--- config.mk ---
export PLATFORM = sky130hd
export DESIGN_NAME = adcc_conversion_control
export DESIGN_NICKNAME = d
export VERILOG_FILES = /design/src/adcc_conversion_control.v
export VERILOG_INCLUDE_DIRS = /design/src
export SDC_FILE = /design/constraint.sdc
export NUM_CORES = 1
export LEC_CHECK = 0
export BUFFER_PORTS_ARGS = -buffer_cell sky130_fd_sc_hd__buf_2
export CAP_MARGIN = 25
export CORE_MARGIN = 4
export CORE_UTILIZATION = 55
export DETAILED_ROUTE_END_ITERATION = 10
export PLACE_DENSITY = 0.79
export SYNTH_ARGS = -nofsm -noshare
export SYNTH_HDL_FRONTEND = slang
export SYNTH_SLANG_ARGS = --single-unit
export TNS_END_PERCENT = 50
--- constraint.sdc ---
create_clock -name clk -period 4.1 [get_ports clk]
set_input_delay 0.205 -clock clk [delete_from_list [all_inputs] [get_ports clk]]
set_output_delay 0.205 -clock clk [all_outputs]
set_load 0.01 [all_outputs]
--- src/adcc_consts.vh ---
/*
  Constants for the converter control block: register offsets, field positions,
  reset values and timing.
  Assumes inclusion by bare name from the design file.
*/
`ifndef ADCC_CONSTS_VH
`define ADCC_CONSTS_VH

// ----------------------------------------
// Register offsets (byte addresses)
// ----------------------------------------
`define ADCC_OFS_CSR 4'h0
`define ADCC_OFS_DRH 4'h4
`define ADCC_OFS_DRL 4'h8
`define ADCC_OFS_PWR 4'hC

// ----------------------------------------
// Control/status field positions
// ----------------------------------------
`define ADCC_CSR_DONE 7
`define ADCC_CSR_SPEED 6
`define ADCC_CSR_ON 5
`define ADCC_CSR_CH_HI 2
`define ADCC_CSR_CH_LO 0

// ----------------------------------------
// Low register field positions
// ----------------------------------------
`define ADCC_DRL_CAL 4
`define ADCC_DRL_SLOW 3
`define ADCC_DRL_GAIN 2

// ----------------------------------------
// Values and timing
// ----------------------------------------
`define ADCC_RST_BYTE 8'h00
`define ADCC_RST_RES 10'h000
`define ADCC_RES_MAX 10'h3FF
`define ADCC_CH_LAST 3'h6
`define ADCC_GAIN_SHIFT 3
`define ADCC_STEPS 4'hA
`define ADCC_STAB_NS 10000
`define ADCC_CLK_NS 40

`endif

--- src/adcc_conversion_control.v ---
/*
  Control logic of a 10-bit successive-approximation converter with register
  access over Avalon-MM and a digital model of the comparator path.
  Assumes the analog front end presents each selected input as an unsigned
  sample with over and under range flags, all from outside the clock domain.
*/
// The implementer's own choices: the address map and register access over Avalon-MM.
`timescale 1ns/100ps
`default_nettype none
`include "adcc_consts.vh"

// How it works
// Each result is 10 bits, split over a high byte and two low bits.
// A multiplexer routes one of seven analog inputs to the converter.
// Software writes the channel select field to choose the input.
// Setting converter_on powers the converter and starts converting the channel.
// While converter_on stays set, conversions repeat back to back without a trigger.
// Each completion sets the done flag and updates both result registers.
// Reading the high byte or writing control/status clears the done flag.
// For ten bits software polls, reads the low register, then the high byte.
// For eight bits software polls, then reads only the high byte.
// A channel change aborts the conversion, clears the flag, restarts.
// Inputs above the high reference saturate to all ones without overflow flag.
// Inputs below the low reference give an all-zero result.
// gain_stage_select routes the input through a gain of eight.
// The amplifier is powered by converter_on, so selecting it adds no delay.
// Clearing converter_on switches everything off and stops conversions.
// In Wait mode the converter keeps working unchanged.
// Halt disables the converter; results count only after a stabilization time.
// Analog use of a pin leaves its logic level readable on the port path.
// No interrupt is raised; completion is seen only by polling.
// Channel select holds input n as the binary value of n.
// High byte holds bits 9 to 2; bits 1 and 0 sit in the low register.
// Converter clock is cpu/2, cpu when speed, cpu/4 when slow.
module adcc_conversion_control #(
  parameter NUM_CH = 7,
  parameter STAB_CYCLES = (`ADCC_STAB_NS + `ADCC_CLK_NS - 1) / `ADCC_CLK_NS
) (
  // Clock and reset
  input wire clk,
  input wire arst_n,
  // Avalon-MM slave
  input wire [3:0] address,
  input wire read,
  input wire write,
  input wire [31:0] writedata,
  output reg [31:0] readdata,
  output wire waitrequest,
  // Analog front end, one sample per input
  input wire [NUM_CH*10-1:0] analog_sample,
  input wire [NUM_CH-1:0] above_ref_high,
  input wire [NUM_CH-1:0] below_ref_low,
  // Power modes
  input wire halt_mode,
  input wire wait_mode,
  // Pin levels seen by the port input path
  input wire [NUM_CH-1:0] pin_level,
  output reg [NUM_CH-1:0] port_level,
  // Analog power, calibration and multiplexer controls
  output wire converter_power,
  output wire amp_power,
  output wire amp_calibrate,
  output reg [2:0] mux_select
);

  // ----------------------------------------
  // Declarations
  // ----------------------------------------
  localparam ST_OFF = 2'b00;
  localparam ST_STAB = 2'b01;
  localparam ST_CONV = 2'b10;

  reg [NUM_CH*10-1:0] sample_s1, sample_s2;
  reg [NUM_CH-1:0] above_s1, above_s2, below_s1, below_s2;
  reg halt_s1, halt_s2;
  reg [NUM_CH-1:0] pin_s1;
  reg done_flag, speed, converter_on, cal, slow, gain_stage_select;
  reg [2:0] channel_select;
  reg [7:0] result_high_byte;
  reg [1:0] result_low;
  reg [1:0] state;
  reg [1:0] div_cnt;
  reg [3:0] step;
  reg [9:0] sar;
  reg [15:0] stab_cnt;
  reg ack;
  reg [9:0] sel_sample;
  reg sel_above, sel_below;
  reg [12:0] amp_value;
  reg [9:0] target;
  reg tick;
  wire [9:0] trial;
  wire csr_wr, drh_rd, ch_change, finish;
  wire [31:0] next_readdata;
  integer i;

  // ----------------------------------------
  // Bus handshake
  // ----------------------------------------
  // One wait state on every access keeps read data registered.
  assign waitrequest = (read | write) & ~ack;
  assign csr_wr = write & ack & (address == `ADCC_OFS_CSR);
  assign drh_rd = read & ack & (address == `ADCC_OFS_DRH);
  assign ch_change = csr_wr & (writedata[`ADCC_CSR_CH_HI:`ADCC_CSR_CH_LO] != channel_select);

  // Halt overrides the on bit; Wait has no influence.
  assign converter_power = converter_on & ~halt_s2; // see R15 see R17
  assign amp_power = converter_power;
  assign amp_calibrate = cal;

  // ----------------------------------------
  // Input synchronisers
  // ----------------------------------------
  always @(posedge clk or negedge arst_n) begin
    if (!arst_n) begin
      sample_s1 <= {NUM_CH*10{1'b0}};
      sample_s2 <= {NUM_CH*10{1'b0}};
      above_s1 <= {NUM_CH{1'b0}};
      above_s2 <= {NUM_CH{1'b0}};
      below_s1 <= {NUM_CH{1'b0}};
      below_s2 <= {NUM_CH{1'b0}};
      halt_s1 <= 1'b0;
      halt_s2 <= 1'b0;
      pin_s1 <= {NUM_CH{1'b0}};
      port_level <= {NUM_CH{1'b0}};
    end else begin
      sample_s1 <= analog_sample;
      sample_s2 <= sample_s1;
      above_s1 <= above_ref_high;
      above_s2 <= above_s1;
      below_s1 <= below_ref_low;
      below_s2 <= below_s1;
      halt_s1 <= halt_mode;
      halt_s2 <= halt_s1;
      pin_s1 <= pin_level;
      port_level <= pin_s1;
    end
  end

  // ----------------------------------------
  // Input multiplexer and gain stage
  // ----------------------------------------
  always @* begin
    sel_sample = 10'h000;
    sel_above = 1'b0;
    sel_below = 1'b0;
    for (i = 0; i < NUM_CH; i = i + 1) begin
      if (mux_select == i[2:0]) begin // see R2
        sel_sample = sample_s2[i*10 +: 10];
        sel_above = above_s2[i];
        sel_below = below_s2[i];
      end
    end
    if (cal) begin
      sel_sample = 10'h000;
      sel_above = 1'b0;
      sel_below = 1'b0;
    end
    amp_value = {3'b000, sel_sample} << `ADCC_GAIN_SHIFT;
    if (sel_below) begin
      target = `ADCC_RST_RES;
    end else if (sel_above) begin
      target = `ADCC_RES_MAX;
    end else if (gain_stage_select && (amp_value[12:10] != 3'b000)) begin
      target = `ADCC_RES_MAX; // see R13
    end else if (gain_stage_select) begin
      target = amp_value[9:0];
    end else begin
      target = sel_sample;
    end
  end

  // Converter clock tick: cpu, cpu/2 or cpu/4.
  always @* begin
    if (slow) begin
      tick = (div_cnt == 2'b11);
    end else if (speed) begin
      tick = 1'b1;
    end else begin
      tick = div_cnt[0];
    end
  end

  assign trial = sar | (10'h200 >> (`ADCC_STEPS - step));
  assign finish = (state == ST_CONV) & tick & (step == 4'h1);

  // ----------------------------------------
  // Conversion sequencer
  // ----------------------------------------
  always @(posedge clk or negedge arst_n) begin
    if (!arst_n) begin
      state <= ST_OFF;
      div_cnt <= 2'b00;
      step <= 4'h0;
      sar <= `ADCC_RST_RES;
      stab_cnt <= 16'h0000;
      mux_select <= 3'h0;
      result_high_byte <= `ADCC_RST_BYTE;
      result_low <= 2'b00;
    end else begin
      div_cnt <= div_cnt + 2'b01;
      case (state)
        ST_OFF: begin
          if (converter_power) begin
            state <= ST_STAB;
            stab_cnt <= STAB_CYCLES[15:0];
          end
        end
        ST_STAB: begin
          // No conversion starts after power-up or Halt until the stabilization count has run out.
          if (!converter_power) begin
            state <= ST_OFF;
          end else if (stab_cnt <= 16'h0001) begin
            state <= ST_CONV;
            step <= `ADCC_STEPS;
            sar <= `ADCC_RST_RES;
            mux_select <= channel_select;
          end else begin
            stab_cnt <= stab_cnt - 16'h0001;
          end
        end
        ST_CONV: begin
          if (!converter_power) begin
            state <= ST_OFF;
          end else if (ch_change) begin
            step <= `ADCC_STEPS;
            sar <= `ADCC_RST_RES;
            mux_select <= writedata[`ADCC_CSR_CH_HI:`ADCC_CSR_CH_LO];
          end else if (finish) begin
            result_high_byte <= (trial <= target) ? trial[9:2] : sar[9:2]; // see R6 see R21
            result_low <= (trial <= target) ? trial[1:0] : sar[1:0];
            step <= `ADCC_STEPS;
            sar <= `ADCC_RST_RES;
            mux_select <= channel_select;
          end else if (tick) begin
            if (trial <= target) begin
              sar <= trial;
            end
            step <= step - 4'h1;
          end
        end
        default: state <= ST_OFF;
      endcase
    end
  end

  // ----------------------------------------
  // Software registers
  // ----------------------------------------
  always @(posedge clk or negedge arst_n) begin
    if (!arst_n) begin
      done_flag <= 1'b0;
      speed <= 1'b0;
      converter_on <= 1'b0;
      channel_select <= 3'h0;
      cal <= 1'b0;
      slow <= 1'b0;
      gain_stage_select <= 1'b0;
      ack <= 1'b0;
      readdata <= 32'h0000_0000;
    end else begin
      ack <= (read | write) & ~ack;
      // Loading in the wait state lets the data stand at the edge where waitrequest is low.
      if (read & ~ack) begin
        readdata <= next_readdata;
      end
      if (csr_wr) begin
        speed <= writedata[`ADCC_CSR_SPEED];
        converter_on <= writedata[`ADCC_CSR_ON]; // see R4
        channel_select <= writedata[`ADCC_CSR_CH_HI:`ADCC_CSR_CH_LO];
      end
      if (write & ack & (address == `ADCC_OFS_DRL)) begin
        cal <= writedata[`ADCC_DRL_CAL];
        slow <= writedata[`ADCC_DRL_SLOW];
        gain_stage_select <= writedata[`ADCC_DRL_GAIN];
      end
      // A completion in the clearing cycle wins, except in the cycle of a channel change.
      if (finish & ~ch_change) begin
        done_flag <= 1'b1; // see R6
      end else if (csr_wr | drh_rd) begin
        done_flag <= 1'b0; // see R7
      end
    end
  end

  assign next_readdata =
    (address == `ADCC_OFS_CSR) ? {24'h000000, done_flag, speed, converter_on, 2'b00, channel_select} :
    (address == `ADCC_OFS_DRH) ? {24'h000000, result_high_byte} : // see R8
    (address == `ADCC_OFS_DRL) ? {24'h000000, 3'b000, cal, slow, gain_stage_select, result_low} :
    (address == `ADCC_OFS_PWR) ? {30'h00000000, state == ST_CONV, converter_power} :
    32'h0000_0000;

endmodule // adcc_conversion_control

`default_nettype wire

==> impl_metrics.csv, run 1 <==
group,metric,value,unit
global_route,overflow,0,
placement,dpl.cell_count,1060,
global_route,grt_pass1_vias,6894,
status,status,"finished, final reports clean",
setup_path,cp-start-kind,"flip-flop",
cts,cts_tree,"yes",
cts,htree_num_levels,1,
layout,post-route-util,72.6,%
yosys,synth_async_sr_flop_share,100,%
setup_path,path_common_cell,"a21oi_1",
routing,drt_wl_total,22300,um
yosys,ys_seq_elements,249,
setup_path,critPathKind,"reg -> reg",
global_route,grt.total_usage,23.3,%
global_route,grt_max_degree,121,
layout,area_growth,28.7,%
routing,avgRoutedWirePerCell,18.4,um
setup_path,required,4.51,ns
setup_path,path_cells,"buf_4 -> inv_1 -> a21oi_1 -> a21oi_1 -> o21ai_0 -> a311oi_2 -> buf_4 -> a21oi_1 -> ha_1 -> nand4_1 -> nor3_1 -> a211oi_1 -> a32o_1 -> nor3b_4 -> buf_12 -> a22o_2",
floorplan,fp.dieW,139,um
yosys,syn_inst,732,
routing,vias_per_cell,5.34,
sta,finalClockSkew,0.0128,ns
global_route,antenna_found_initial,0,
sta,report.final.slew_viol_count,0,
placement,gp_congestion,0.827,
sta,rsz0062_at_grt,"no",
setup_path,path_buf_inv,4,
setup_path,worst_setup_path_end_kind,"flip-flop",
yosys,yosysMostFrequentCell,"dfrtp_1",
setup_path,cp_top_family,"compound AO/OA/AOI/OAI gates",
yosys,synth_top_cell_by_area,"dfrtp_1",
power,power_density,543,nW/um2
sta,worst_pin_slew,0.880,ns
placement,dp_hpwl,12600,um
sta,finalHoldViolations,0,
cts,numCtsBuffers,25,
setup_path,path_max_fanout,17,
sta,setup_viol,0,
yosys,seq_area_frac_synth,66.2,%
layout,finalNonFillerCells,1210,
layout,nets,1127,
sta,slew_headroom,40.6,%
power,total_power,6.58,mW
layout,antenna_cells,0,
cts,clk_path_buf_depth,3,
sta,whs,0.148,ns
yosys,synth_area,9410,um2
yosys,ys_top_cells_by_count,"249 x dfrtp_1, 55 x nor2_1, 40 x nand2_1",
global_route,grt_pass1_wl,36300,um
sta,finalCritPeriodShare,92.2,%
power,p_leak,5.64,nW
routing,drtAntennaViolNets,0,
yosys,yosys_warnings,0,
cts,insertion_delay,0.53,ns
yosys,synth.avg_cell_area,12.9,um2
floorplan,rows,47,
floorplan,chipHeight,139,um
routing,via_count,6456,
flow_run,drv_cap,0,
cts,clock_sinks,249,
min_path,holdCritPathClass,"in -> reg",
yosys,ys_types,60,
floorplan,io_pins,179,
yosys,synthFlopType,"dfrtp_1",
yosys,ys_top_cells_by_area,"dfrtp_1 66%, ha_1 3.1%, buf_4 2.3%",
sta,period_needed,3.78,ns
routing,drc_errors,0,
placement,io_buffers,128,
floorplan,core,16700,um2
sta,fmax,264,MHz
floorplan,start_util,56.4,%
setup_path,slowest_stage,"dfrtp_1",
yosys,synth_edf_count,0,
setup_path,cp_slowest_stage_delay,0.45,ns
routing,drt_iter0_markers,486,
layout,layout-drive-gt1-share,21.5,%
yosys,synth_top_area_share,66.2,%
sta,setup_tns,0,ns
floorplan,dieArea,19300,um2
cts,cts-root-buf,"clkbuf_16",
power,ir_drop,0.461,mV
cts,clk_pin_slew,0.06,ns
setup_path,worstPathArrival,4.19,ns
routing,drt_pass1_iterations,6,
-- kinds of logic (layout without fill, tap and decap cells) --
kind of cell	Yosys count	count (layout)	share of synthesized area, %
buffers and inverters	76	311	4.43
multiplexers	37	37	4.39
adder cells (fa/ha/maj)	23	23	3.06
AND/OR/NAND/NOR	173	173	9.31
AO/OA/AOI/OAI	156	156	11.0
flip-flops	249	249	66.2
other	1	24	0.0398
XOR/XNOR	17	17	1.58
-- per-stage QoR --
step,area [um2],setup slack (ns)
after floorplan,9500,0.557
after global placement,10200,0.402
after detailed placement,10200,0.344
after CTS,12100,0.278
after global routing,12100,0.0287
final,12100,0.319
-- worst paths after layout --
kind / start / endpoint / slack (ns) / depth (start not counted)
max in group asynchronous: arst_n / sample_s2[11] / 2.70 / 3
worst max-delay path: mux_select[0] / sar[3] / 0.32 / 16
min in group asynchronous: arst_n / stab_cnt[7] / 0.36 / 2
worst min-delay path: address[0] / gain_stage_select / 0.15 / 4
worst max register to register: mux_select[0] / sar[3] / 0.32 / 16
worst min register to register: above_s1[1] / above_s2[1] / 0.34 / 0
-- worst min-delay path, stage by stage --
cell and delay [ns]:
buf_2 0.13, nor3_1 0.13, nand2_1 0.09, o21ai_0 0.07
-- registers in the layout (all words and copies together) (netlist names), 7 cells and up --
register	count
above_s1	7
above_s2	7
below_s1	7
below_s2	7
pin_s1	7
port_level	7
readdata	8
result_high_byte	8
sample_s1	70
sample_s2	70
sar	10
stab_cnt	16
-- layer usage --
layer	vias to the layer above	global-route usage (%)	part of all wire, %
met5	-	0	0
li1	2999	-	-
met3	49	4.79	6.0
met4	0	7.52	3.0
met2	223	39.6	50
met1	3185	30.4	41
-- power breakdown --
group / total (mW) / internal (mW) / leakage [nW] / switching, mW
combinational: 1.41 / 0.611 / 2.23 / 0.803
sequential: 2.80 / 2.64 / 2.99 / 0.159
clock: 2.37 / 1.43 / 0.418 / 0.932
total: 6.58 / 4.68 / 5.64 / 1.89
-- cells in the final DEF (no fill, tap or decap), types with 4 or more instances in the layout --
cell type and instances:
a211oi_1 5, buf_2 128, mux2_2 14, ha_1 23, nand2b_1 8, nand3b_1 7, xor2_1 9, or4_1 4
a32o_1 8, a22o_1 7, clkbuf_16 25, mux2i_1 21, a21o_1 13, conb_1 24, a31oi_1 15, clkbuf_8 6
nor4_1 5, o22ai_1 13, nor3b_1 4, a21oi_1 35, clkbuf_1 9, nand3_1 19, inv_1 18, o21ai_0 32
nor2_1 55, buf_4 13, xnor2_1 8, nand2_1 40, dlygate4sd3_1 102, dfrtp_1 247, nor3_1 11
-- cell type report --
class                           instances  area, um2
Multi-Input combinational cell        430       2850
Inverter                               18       67.6
Clock buffer                           40        742
Clock inverter                          6        123
Timing Repair Buffer                  247       1830
Sequential cell                       249       6230
Tap cell                              220        275
Fill cell                            1059       4580
-- timing repair --
item,4_1_cts,5_1_grt
setup endpoints to repair,0,11
resized for setup,0,2
buffers inserted,0,1
hold endpoints to repair,219,0
hold buffers,102,0
(Power assumes the default switching activity.)
==> run 2: changes to the inputs <==
--- a/config.mk
+++ b/config.mk
@@ -13,4 +13,5 @@
 export DETAILED_ROUTE_END_ITERATION = 10
 export PLACE_DENSITY = 0.79
+export REMOVE_ABC_BUFFERS = 1
 export SYNTH_ARGS = -nofsm -noshare
 export SYNTH_HDL_FRONTEND = slang
==> constraint.sdc (replaced) <==
create_clock -name clk -period 4.1 [get_ports clk]
set_input_delay 0.205 -clock clk [delete_from_list [all_inputs] [get_ports clk]]
set_output_delay 0.205 -clock clk [all_outputs]
set_load 0.005 [all_outputs]
==> run 2 against run 1 <==
Sequential share of layout area shrank 0.14 points. Largest cell class unchanged. Worst setup slack got worse by 0.14 ns. Non-clock buffer count increased by 2. Clock power fell by 3%. Power is 0.16% lower.
==> impl_metrics.csv, run 2 (synthesized netlist as in run 1, its figures left out) <==
group,metric,value,unit
floorplan,start_util,56.4,%
sta,fmax,255,MHz
placement,dpl_cell_area,10200,um2
cts,clk_path_buf_depth,3,
setup_path,cp-start-kind,"flip-flop",
routing,drt_pass1_iterations,5,
layout,area_growth,29.1,%
sta,finalHoldViolations,0,
power,ir_drop,0.500,mV
routing,drt_wl_total,23000,um
sta,rsz0062_at_grt,"no",
cts,htree_num_levels,1,
placement,io_buffers,128,
placement,gp_congestion,0.833,
floorplan,fp.dieW,139,um
setup_path,worstPathArrival,4.33,ns
floorplan,chipHeight,139,um
layout,final_common_cell,"dfrtp_1",
floorplan,rows,47,
floorplan,dieArea,19300,um2
setup_path,required,4.50,ns
layout,design_area,12200,um2
routing,vias_per_cell,5.43,
cts,clk_pin_slew,0.06,ns
setup_path,path_max_fanout,20,
sta,report.final.slew_viol_count,0,
global_route,grt_pass1_vias,6984,
status,status,"finished, final reports clean",
layout,mostFrequentLayoutCells,"248 x dfrtp_1, 128 x buf_2, 102 x dlygate4sd3_1",
min_path,holdCritPathClass,"in -> reg",
routing,drt_iter0_markers,499,
sta,setup_viol,0,
power,total_power,6.57,mW
layout,nets,1129,
cts,numCtsBuffers,24,
routing,via_count,6558,
floorplan,io_pins,179,
power,p_leak,5.65,nW
power,power_density,540,nW/um2
sta,finalCritPeriodShare,95.7,%
global_route,grt.total_usage,23.7,%
routing,drc_errors,0,
sta,worst_pin_slew,1.06,ns
floorplan,core,16700,um2
sta,finalClockSkew,0.0214,ns
cts,clock_sinks,249,
sta,slew_headroom,29.2,%
global_route,antenna_found_initial,0,
flow_run,drv_cap,0,
global_route,overflow,0,
layout,layout-drive-gt1-share,22.3,%
setup_path,critPathKind,"reg -> reg",
routing,avgRoutedWirePerCell,19.0,um
global_route,grt_max_degree,150,
routing,drtAntennaViolNets,0,
setup_path,worst_setup_path_end_kind,"flip-flop",
layout,reg.largest.list,"sample_s1 (70), sample_s2 (70), stab_cnt (16)",
cts,cts-root-buf,"clkbuf_16",
cts,cts_tree,"yes",
layout,antenna_cells,0,
cts,insertion_delay,0.53,ns
placement,dp_hpwl,12800,um
sta,period_needed,3.93,ns
global_route,grt_pass1_wl,37000,um
## run 2: cell count changes in the layout (fill, tap and decap cells not counted), moves of 2 or more
cell      before  now
o21ai_0       32   30
buf_4         13   15
clkbuf_1       9    2
a21oi_1       35   33
clkinv_2       1    3
a21oi_2        0    2
dfrtp_2        2    0
clkbuf_8       6    9
o21ai_1        0    2
## run 2: area by class of cell
class / instances / area, um2
clock inverters: 6 / 105
flip-flops and latches: 249 / 6230
fillers: 1013 / 4550
inverters: 18 / 67.6
well taps: 220 / 275
repair buffers: 249 / 1850
clock buffers: 35 / 732
multi-input cells: 431 / 2890
## run 2: path summary, 6_finish.rpt
path / start / end / slack (ns) / cells past startpoint
min in group asynchronous: arst_n / stab_cnt[7] / 0.44 / 2
hold / removal: read / done_flag / 0.11 / 4
setup / recovery: mux_select[1] / sar[1] / 0.17 / 15
setup reg to reg: mux_select[1] / sar[1] / 0.17 / 15
hold reg to reg: sample_s1[6] / sample_s2[6] / 0.35 / 0
max in group asynchronous: arst_n / sample_s1[40] / 2.59 / 3
## run 2: where the power goes
| part | internal, mW | total [mW] | leakage (nW) | switching [mW] |
|---|---|---|---|---|
| Clock | 1.37 | 2.30 | 0.414 | 0.933 |
| Combinational | 0.631 | 1.46 | 2.25 | 0.832 |
| Sequential | 2.64 | 2.81 | 2.99 | 0.168 |
## run 2: critical path, cell delays in order, from the launching register on
cell and delay (ns):
dfrtp_4 0.60, buf_4 0.26, mux2i_1 0.23, o21ai_0 0.17
a211o_1 0.38, a21oi_2 0.26, a311oi_2 0.19, a311oi_1 0.31
ha_1 0.20, nand2_1 0.05, nor3_1 0.22, a211oi_1 0.12
a32o_1 0.24, nor3b_4 0.16, buf_12 0.15, a32o_1 0.25
## run 2: metrics by stage
step	hold WS [ns]	instances	worst slack [ns]	TNS (ns)	util (%)
floorplan	-0.0906	697	-0.0138	-0.109	-
global route	0.148	1208	0.0154	0	72.8
finish	0.114	1208	0.175	0	72.8
detailed placement	0.314	1060	0.129	0	61.1
CTS	0.0862	1203	0.0836	0	72.3
global placement	0.313	1059	0.215	0	61.1
## run 2: routing by layer
metal | GRT usage (%) | part of all wire, % | up-vias
met5 | 0 | 0 | -
met4 | 5.92 | 2.6 | 0
met3 | 5.14 | 6.4 | 57
met2 | 41.6 | 50 | 259
met1 | 30.4 | 41 | 3235
li1 | - | - | 3007
## run 2: repair_timing
item | CTS | global route
buffers inserted | 0 | 4
hold buffers | 102 | 0
gates resized for setup | 0 | 7
setup endpoints to repair | 0 | 20
hold endpoints to repair | 248 | 0
